### src/sleep_seq_map.svh
// Bit positions, reset values and sequence constants for sleep entry
`ifndef SLEEP_SEQ_MAP_SVH
`define SLEEP_SEQ_MAP_SVH
`define REFR_SELF_REFRESH_BIT   31
`define REFR_CLOCK_ENABLE_BIT   20
`define REFR_INTERVAL_HI        15
`define REFR_INTERVAL_LO        4
`define CFG_BANK_EN_MASK        32'h0003_0003
`define PMC_FORCE_SLEEP_BIT     0
`define REFR_RESET_VALUE        32'h0010_0000
`define CFG_RESET_VALUE         32'h0000_0000
`define PRECHARGE_CYCLES        4'h3
`endif

### src/sleep_seq_pkg.sv
// Types shared by the sleep entry sequencer
package sleep_seq_pkg;
  typedef enum logic [2:0] {
    ST_RUN       = 3'b000,
    ST_DRAIN     = 3'b001,
    ST_PRECHARGE = 3'b010,
    ST_SELF_REF  = 3'b011,
    ST_SLEEP     = 3'b100
  } seq_state_t;
endpackage : sleep_seq_pkg

### src/sdram_sleep_entry_sequencer.sv
// Sleep entry sequencer: refresh, bank, clock enable and sleep control
`timescale 1ns/1ps
`default_nettype none
`include "sleep_seq_map.svh"
// How it works
// - Software bit or high fault requests sleep
// - Zero interval field stops refresh
// - Bit 31 commands self-refresh
// - Clearing bank enable bits disables banks
// - Clearing bits 31,20 drops clock enable
// - Force-sleep bit enters sleep
// - Fault enters or holds sleep after release
// - Software flag only for force-sleep entry
// - Separate hard and sleep reset flags
module sdram_sleep_entry_sequencer
(
  input  wire logic        i_mclk,
  input  wire logic        i_sys_rst,
  input  wire logic        i_refr_we,
  input  wire logic [31:0] i_refr_wdata,
  input  wire logic        i_cfg_we,
  input  wire logic [31:0] i_cfg_wdata,
  input  wire logic        i_pmc_we,
  input  wire logic [31:0] i_pmc_wdata,
  input  wire logic        i_battery_fault_input,
  input  wire logic        i_supply_fault_input,
  input  wire logic        i_access_busy,
  input  wire logic        i_wake,
  input  wire logic        i_status_clear,
  output logic [31:0]      o_dram_refresh_control,
  output logic [31:0]      o_dram_config_register,
  output logic             o_refresh_enable,
  output logic             o_sdram_clock_enable,
  output logic             o_precharge_all,
  output logic             o_self_refresh_cmd,
  output logic             o_sleep,
  output logic             o_software_sleep_flag,
  output logic             o_hard_reset_flag,
  output logic             o_sleep_wake_reset_flag
);
  sleep_seq_pkg::seq_state_t state_ff;
  sleep_seq_pkg::seq_state_t nxt_state;
  logic [3:0]  pre_cnt_ff;
  logic [3:0]  nxt_pre_cnt;
  logic        sw_entry_ff;
  logic        sw_sleep_ff;
  logic        batt_sync;
  logic        supply_sync;
  logic        fault_any;
  logic        ce_released;
  logic        sleep_req;
  logic        sw_req;
  logic [31:0] nxt_refr;
  logic [31:0] nxt_cfg;
  logic        in_sleep;

  // Fault pins arrive from outside the clock domain
  sync_two_ff u_sync_batt
  (
    .i_mclk    (i_mclk),
    .i_sys_rst (i_sys_rst),
    .i_async   (i_battery_fault_input),
    .o_sync    (batt_sync)
  );
  sync_two_ff u_sync_supply
  (
    .i_mclk    (i_mclk),
    .i_sys_rst (i_sys_rst),
    .i_async   (i_supply_fault_input),
    .o_sync    (supply_sync)
  );

  // Request decode
  assign fault_any   = batt_sync | supply_sync;
  assign sw_req      = i_pmc_we & i_pmc_wdata[`PMC_FORCE_SLEEP_BIT];
  assign ce_released = ~o_dram_refresh_control[`REFR_CLOCK_ENABLE_BIT]
                     & ~o_dram_refresh_control[`REFR_SELF_REFRESH_BIT];
  assign sleep_req   = sw_req | fault_any;
  assign in_sleep    = (state_ff == sleep_seq_pkg::ST_SLEEP);

  // Register writes store whole words; software keeps other bits
  assign nxt_refr = i_refr_we ? i_refr_wdata : o_dram_refresh_control;
  assign nxt_cfg  = i_cfg_we ? i_cfg_wdata : o_dram_config_register;

  always_ff @(posedge i_mclk)
  begin
    if (i_sys_rst)
    begin
      o_dram_refresh_control <= `REFR_RESET_VALUE;
      o_dram_config_register <= `CFG_RESET_VALUE;
    end
    else
    begin
      o_dram_refresh_control <= nxt_refr;
      o_dram_config_register <= nxt_cfg;
    end
  end

  // Sequence: finish access, precharge, self-refresh, sleep
  always_comb
  begin
    nxt_state   = state_ff;
    nxt_pre_cnt = pre_cnt_ff;
    case (state_ff)
      sleep_seq_pkg::ST_RUN:
        if (sleep_req)
        begin
          nxt_state = sleep_seq_pkg::ST_DRAIN;
        end
      sleep_seq_pkg::ST_DRAIN:
        if (!i_access_busy)
        begin
          nxt_state   = sleep_seq_pkg::ST_PRECHARGE;
          nxt_pre_cnt = `PRECHARGE_CYCLES;
        end
      sleep_seq_pkg::ST_PRECHARGE:
        if (pre_cnt_ff == 4'h0)
        begin
          nxt_state = sleep_seq_pkg::ST_SELF_REF;
        end
        else
        begin
          nxt_pre_cnt = pre_cnt_ff - 4'h1;
        end
      sleep_seq_pkg::ST_SELF_REF:
        nxt_state = sleep_seq_pkg::ST_SLEEP;
      sleep_seq_pkg::ST_SLEEP:
        // A high fault holds sleep over a wake
        if (i_wake && !fault_any)
        begin
          nxt_state = sleep_seq_pkg::ST_RUN;
        end
      default:
        nxt_state = sleep_seq_pkg::ST_RUN;
    endcase
  end

  always_ff @(posedge i_mclk)
  begin
    if (i_sys_rst)
    begin
      state_ff   <= sleep_seq_pkg::ST_RUN;
      pre_cnt_ff <= 4'h0;
    end
    else
    begin
      state_ff   <= nxt_state;
      pre_cnt_ff <= nxt_pre_cnt;
    end
  end

  // Remember how this entry began; fault wins if both arrive together
  always_ff @(posedge i_mclk)
  begin
    if (i_sys_rst)
    begin
      sw_entry_ff <= 1'b0;
    end
    else if (state_ff == sleep_seq_pkg::ST_RUN && sleep_req)
    begin
      sw_entry_ff <= sw_req & ~fault_any;
    end
  end

  // Memory side outputs, all registered
  always_ff @(posedge i_mclk)
  begin
    if (i_sys_rst)
    begin
      o_refresh_enable     <= 1'b0;
      o_sdram_clock_enable <= 1'b0;
      o_precharge_all      <= 1'b0;
      o_self_refresh_cmd   <= 1'b0;
      o_sleep              <= 1'b0;
    end
    else
    begin
      o_refresh_enable <= (|nxt_refr[`REFR_INTERVAL_HI:`REFR_INTERVAL_LO])
                        & (nxt_state == sleep_seq_pkg::ST_RUN);
      // Clock enable held low once released or asleep
      o_sdram_clock_enable <= nxt_refr[`REFR_CLOCK_ENABLE_BIT]
                            & (nxt_state == sleep_seq_pkg::ST_RUN);
      o_precharge_all <= (nxt_state == sleep_seq_pkg::ST_PRECHARGE)
                       & ((nxt_cfg & `CFG_BANK_EN_MASK) != 32'h0);
      // Software command, or sequencer step with banks still live
      o_self_refresh_cmd <= nxt_refr[`REFR_SELF_REFRESH_BIT]
                          | ((nxt_state == sleep_seq_pkg::ST_SELF_REF)
                          & ((nxt_cfg & `CFG_BANK_EN_MASK) != 32'h0));
      o_sleep <= (nxt_state == sleep_seq_pkg::ST_SLEEP);
    end
  end

  // Status flags; a new cause beats a software clear
  always_ff @(posedge i_mclk)
  begin
    if (i_sys_rst)
    begin
      o_hard_reset_flag       <= 1'b1;
      o_sleep_wake_reset_flag <= 1'b0;
      o_software_sleep_flag   <= 1'b0;
      sw_sleep_ff             <= 1'b0;
    end
    else
    begin
      sw_sleep_ff <= in_sleep & sw_entry_ff;
      if (in_sleep && nxt_state == sleep_seq_pkg::ST_RUN)
      begin
        o_sleep_wake_reset_flag <= 1'b1;
        o_hard_reset_flag       <= 1'b0;
        o_software_sleep_flag   <= sw_entry_ff;
      end
      else if (i_status_clear)
      begin
        o_sleep_wake_reset_flag <= 1'b0;
        o_hard_reset_flag       <= 1'b0;
        o_software_sleep_flag   <= 1'b0;
      end
    end
  end

  // Checks
  property p_fault_sleeps;
    @(posedge i_mclk) disable iff (i_sys_rst)
      (state_ff == sleep_seq_pkg::ST_RUN && fault_any && !i_access_busy)
      |-> ##[1:8] o_sleep;
  endproperty
  a_fault_sleeps: assert property (p_fault_sleeps)
    else $error("fault did not reach sleep");
  property p_refresh_off;
    @(posedge i_mclk) disable iff (i_sys_rst)
      (o_dram_refresh_control[`REFR_INTERVAL_HI:`REFR_INTERVAL_LO] == 12'h0)
      |-> !o_refresh_enable;
  endproperty
  a_refresh_off: assert property (p_refresh_off)
    else $error("refresh runs with zero interval");
  property p_self_ref;
    @(posedge i_mclk) disable iff (i_sys_rst)
      o_dram_refresh_control[`REFR_SELF_REFRESH_BIT] |-> o_self_refresh_cmd;
  endproperty
  a_self_ref: assert property (p_self_ref)
    else $error("self-refresh bit ignored");
  property p_banks_off;
    @(posedge i_mclk) disable iff (i_sys_rst)
      (state_ff == sleep_seq_pkg::ST_SLEEP && ce_released
       && (o_dram_config_register & `CFG_BANK_EN_MASK) == 32'h0)
      |-> !o_self_refresh_cmd && !o_precharge_all;
  endproperty
  a_banks_off: assert property (p_banks_off)
    else $error("commands issued to disabled banks");
  property p_cke_low;
    @(posedge i_mclk) disable iff (i_sys_rst)
      !o_dram_refresh_control[`REFR_CLOCK_ENABLE_BIT] |-> !o_sdram_clock_enable;
  endproperty
  a_cke_low: assert property (p_cke_low)
    else $error("clock enable high after release");
  property p_sw_sleep;
    @(posedge i_mclk) disable iff (i_sys_rst)
      (state_ff == sleep_seq_pkg::ST_RUN && sw_req && !i_access_busy)
      |-> ##[1:8] o_sleep;
  endproperty
  a_sw_sleep: assert property (p_sw_sleep)
    else $error("force sleep not honoured");
  property p_fault_holds;
    @(posedge i_mclk) disable iff (i_sys_rst)
      (o_sleep && fault_any) |=> o_sleep;
  endproperty
  a_fault_holds: assert property (p_fault_holds)
    else $error("left sleep with fault high");
  property p_sw_flag;
    @(posedge i_mclk) disable iff (i_sys_rst)
      $rose(o_software_sleep_flag) |-> $past(sw_sleep_ff);
  endproperty
  a_sw_flag: assert property (p_sw_flag)
    else $error("software flag without software entry");
  property p_flags_apart;
    @(posedge i_mclk) disable iff (i_sys_rst)
      $rose(o_sleep_wake_reset_flag) |-> !o_hard_reset_flag;
  endproperty
  a_flags_apart: assert property (p_flags_apart)
    else $error("both reset causes flagged");
  property p_order;
    @(posedge i_mclk) disable iff (i_sys_rst)
      (state_ff == sleep_seq_pkg::ST_SELF_REF)
      |-> ($past(state_ff) == sleep_seq_pkg::ST_PRECHARGE);
  endproperty
  a_order: assert property (p_order)
    else $error("self-refresh step not after precharge");
  c_sw_entry: cover property (@(posedge i_mclk) disable iff (i_sys_rst)
    sw_req ##[1:10] o_sleep);
  c_fault_entry: cover property (@(posedge i_mclk) disable iff (i_sys_rst)
    fault_any ##[1:10] o_sleep);
  c_wake: cover property (@(posedge i_mclk) disable iff (i_sys_rst)
    $rose(o_sleep_wake_reset_flag));
endmodule : sdram_sleep_entry_sequencer
`default_nettype wire

### src/sync_two_ff.sv
// Two-flop level synchroniser for asynchronous pins
`timescale 1ns/1ps
`default_nettype none
module sync_two_ff
(
  input  wire logic i_mclk,
  input  wire logic i_sys_rst,
  input  wire logic i_async,
  output logic      o_sync
);
  logic meta_ff;

  // First flop is read only by the second
  always_ff @(posedge i_mclk)
  begin
    if (i_sys_rst)
    begin
      meta_ff <= 1'b0;
      o_sync  <= 1'b0;
    end
    else
    begin
      meta_ff <= i_async;
      o_sync  <= meta_ff;
    end
  end
endmodule : sync_two_ff
`default_nettype wire

### config.mk
export PLATFORM = sky130hd
export DESIGN_NAME = sdram_sleep_entry_sequencer
export DESIGN_NICKNAME = d
export VERILOG_FILES = /design/src/sleep_seq_pkg.sv /design/src/sdram_sleep_entry_sequencer.sv /design/src/sync_two_ff.sv
export VERILOG_INCLUDE_DIRS = /design/src
export SDC_FILE = /design/constraint.sdc
export NUM_CORES = 1
export LEC_CHECK = 0
export ABC_CLOCK_PERIOD_IN_PS = 1900
export BUFFER_PORTS_ARGS = -buffer_cell sky130_fd_sc_hd__buf_4
export CORE_UTILIZATION = 44
export DETAILED_ROUTE_END_ITERATION = 8
export GPL_TIMING_DRIVEN = 0
export PLACE_DENSITY_LB_ADDON = 0.12
export SYNTH_ARGS = -nofsm -noshare
export SYNTH_HDL_FRONTEND = slang
export SYNTH_HIERARCHICAL = 1
export SYNTH_SLANG_ARGS = --single-unit
### constraint.sdc
create_clock -name i_mclk -period 1.9 [get_ports i_mclk]
set_clock_uncertainty 0.05 [all_clocks]
set_input_delay 0.285 -clock i_mclk [delete_from_list [all_inputs] [get_ports i_mclk]]
set_output_delay 0.285 -clock i_mclk [all_outputs]
set_load 0.1 [all_outputs]
==> metrics <==
slew of the pin with the lowest slew margin=0.498 ns; unique cell type count in the Yosys netlist=36; Die Width=86.4 um; Die Span Y=86.4 um; Arr. time, crit path=around 1.9 ns; Tot Pwr=4.42 mW; share of the synthesized area in the top cell type=0.537; post-DP HPWL=between 5000 and 6000 um; NetSw=roughly 1.6 mW; Setup TNS=0 ns; global-route wire length before repair=11,200 um; register area=between 1500 and 2000 um^2; P_leak=approximately 2.2 nW; Syn Inst Count=between 300 and 400; clock sinks=84; # DRC=0; # diodes=0; Clock power frac=0.281; Pwr per Cell Area=977 nW/um^2; Initial DRC Count=75; CTS tree=done; Logic pwr share=0.282; internal cell power=2.86 mW; vias in the first global route=between 2,000 and 2,500; status=finished clean; Starting Density=0.458; sequential fraction of design power=0.437; post-CTS setup buffer count=0; later-pin clock latency in the skew report=~0.34 ns; top post-synthesis cells by area=dfxtp_1 (54%), mux2i_1 (21%), nor2_1 (8.6%), nor3_1 (1.9%), nor2b_1 (1.2%); DR pass1 iterations=4; Final Non-Filler Cells=~560; routed length per placed instance=12.8 um; Clock Tree Buf Depth=2; WHS=0.0794 ns; vias per inst=4.79; post-layout util=0.663; # placed instances=between 500 and 600; final setup fails=0; number of enable flip-flop cells after synthesis=0; fin crit period=1.74 ns; sw frac=0.353; maxcap violations=0; Detail Route Antenna Nets=0; Clock Pin Slew Worst Setup and Hold Paths=0.08 ns; gr ovfl total=0; die area=~7500 um^2; htree depth=3; post-CTS sizing=0; Hold Path Class=input port to flop; sequential share of the synthesized area=0.537; DR vias=2,668; Top-Level Pins=178; Async S/R FF share, synth=0; Routability Congestion=roughly 0.76; area leader, netlist=dfxtp_1; worst-path cell chain=inv_1 -> ha_1 -> or3b_1 -> a2bb2oi_1 -> a21oi_1 -> nor3_1; synthesized area=3130 um^2; synthesis-to-finish area growth=44.5%; top cells by count, synth=dfxtp_1 (84), nor2_1 (72), mux2i_1 (65); CP max-delay cell=or3b_1; Total GRT Usage=0.190; syn_nets=409; layout cell share with drive strength beyond 1=0.377; Peak Freq=between 500 and 600 MHz; total CTS buffers=9; Max Slew Vio Count=0; Hold Buf Count CTS=0; Crit Path Category=flop to flop; final hold vios=0; Synth Flop Type=dfxtp_1; RSZ-0062 raised after global routing=false; area of the multi-input gates=about 1400 um^2; Synth Warn #=6; VDD IR max=0.000541 V; worst-path maximum fanout=4; Final nets=564; Final period util=0.913; initial antenna violation count=0; critical path launch point type=flop; number of port buffers=about 140; CTS root buffer=clkbuf_8; number of synthesized register bits=84; data required time at the worst endpoint=between 2 and 2.5 ns; routed wire length=between 7000 and 8000 um; Max stage delay on crit path=between 0.4 and 0.5 ns; count leader, synth=dfxtp_1; Core ar.=between 6000 and 7000 um^2; number of placement rows=30; Max-slew headroom=0.668; fill count=603; largest net degree at the start of global routing=14; Setup crit end kind=flop; syn_area_per_cell=approximately 10 um^2
layer usage:
metal	track usage	wire, um	up-vias	part of all wire
met2	0.330	3450	98	0.48
met3	0.0524	483	10	0.068
met5	0	0	-	0
met1	0.222	3110	1228	0.44
met4	0.0773	88	0	0.012
li1	-	-	1332	-
layout by cell type, fill, tap and decap left out, types with 2 or more instances in the layout:
cell        n
buf_1       2
clkbuf_1   10
a31oi_1     2
a211oi_1    2
ha_1        2
xor2_1      2
nor4_1      4
nor2b_1     6
nand2_1     4
clkbuf_8   11
nand4_1     3
nor2_1     72
inv_1       3
mux2i_1    65
buf_4     144
dfxtp_1    84
nand3_1     2
nor3_1     12
a21oi_1     2
or3b_1      2
buf_2       7
clkinv_2    2
final timing paths:
path                                                startpoint                              end  slack (ns)  depth (start not counted)
worst min register to register  u_sync_batt/meta_ff$_SDFF_PP0_    u_sync_batt/o_sync$_SDFF_PP0_        0.41                          1
worst max register to register      pre_cnt_ff[0]$_SDFFE_PP0P_      o_refresh_enable$_SDFF_PP0_        0.16                          6
worst min-delay path                                 i_sys_rst  u_sync_supply/o_sync$_SDFF_PP0_        0.08                          2
worst max-delay path                pre_cnt_ff[0]$_SDFFE_PP0P_      o_refresh_enable$_SDFF_PP0_        0.16                          6
cell type report:
cell class	instances	area share
clock buffer	12	0.0321
buffer	18	0.0191
inverter	3	0.00249
timing repair buffer	144	0.239
multi-input combinational	196	0.299
tap	96	0.0265
clock inverter	4	0.0108
sequential	84	0.371
power groups by stage:
stage	clock, mW	combinational, mW	sequential, mW
3_5_place_dp	0	1.25	1.97
6_report	1.24	1.25	1.93
4_1_cts	1.28	1.26	1.93
3_3_place_gp	0	1.24	1.97
2_1_floorplan	0	0.268	2.63
5_1_grt	1.36	1.31	1.95
worst max-delay path: cells and delay by family (launching register included):
| family | cells | cell delay (ns) |
|---|---|---|
| AOI/OAI and AO/OA | 2 | 0.49 |
| DFF | 1 | 0.34 |
| buffers and inverters | 1 | 0.09 |
| and+or+nand+nor | 2 | 0.52 |
| adders and majority gates | 1 | 0.13 |
cell families after synthesis:
family          Yosys count  share of synthesized area
mux                      65                      0.208
simple gates            114                      0.177
xor+xnor                  2                    0.00559
flops                    84                      0.537
compound gates           13                     0.0340
fa+ha+maj                 2                    0.00799
buf+inv                  21                     0.0312
state kept, by name, indices dropped and copies added (netlist names), 3 cells and up:
signal,flops
o_dram_config_register,32
o_dram_refresh_control,32
pre_cnt_ff,4
state_ff,3
metrics by stage:
step,worst slack (ns),cell area (um^2)
after CTS,0.173,4530
after global routing,0.0446,4530
after floorplan,0.181,3130
after detailed placement,0.0925,4330
final,0.165,4530
after global placement,0.0815,4330
No activity file was read; power rests on OpenSTA's default activity.
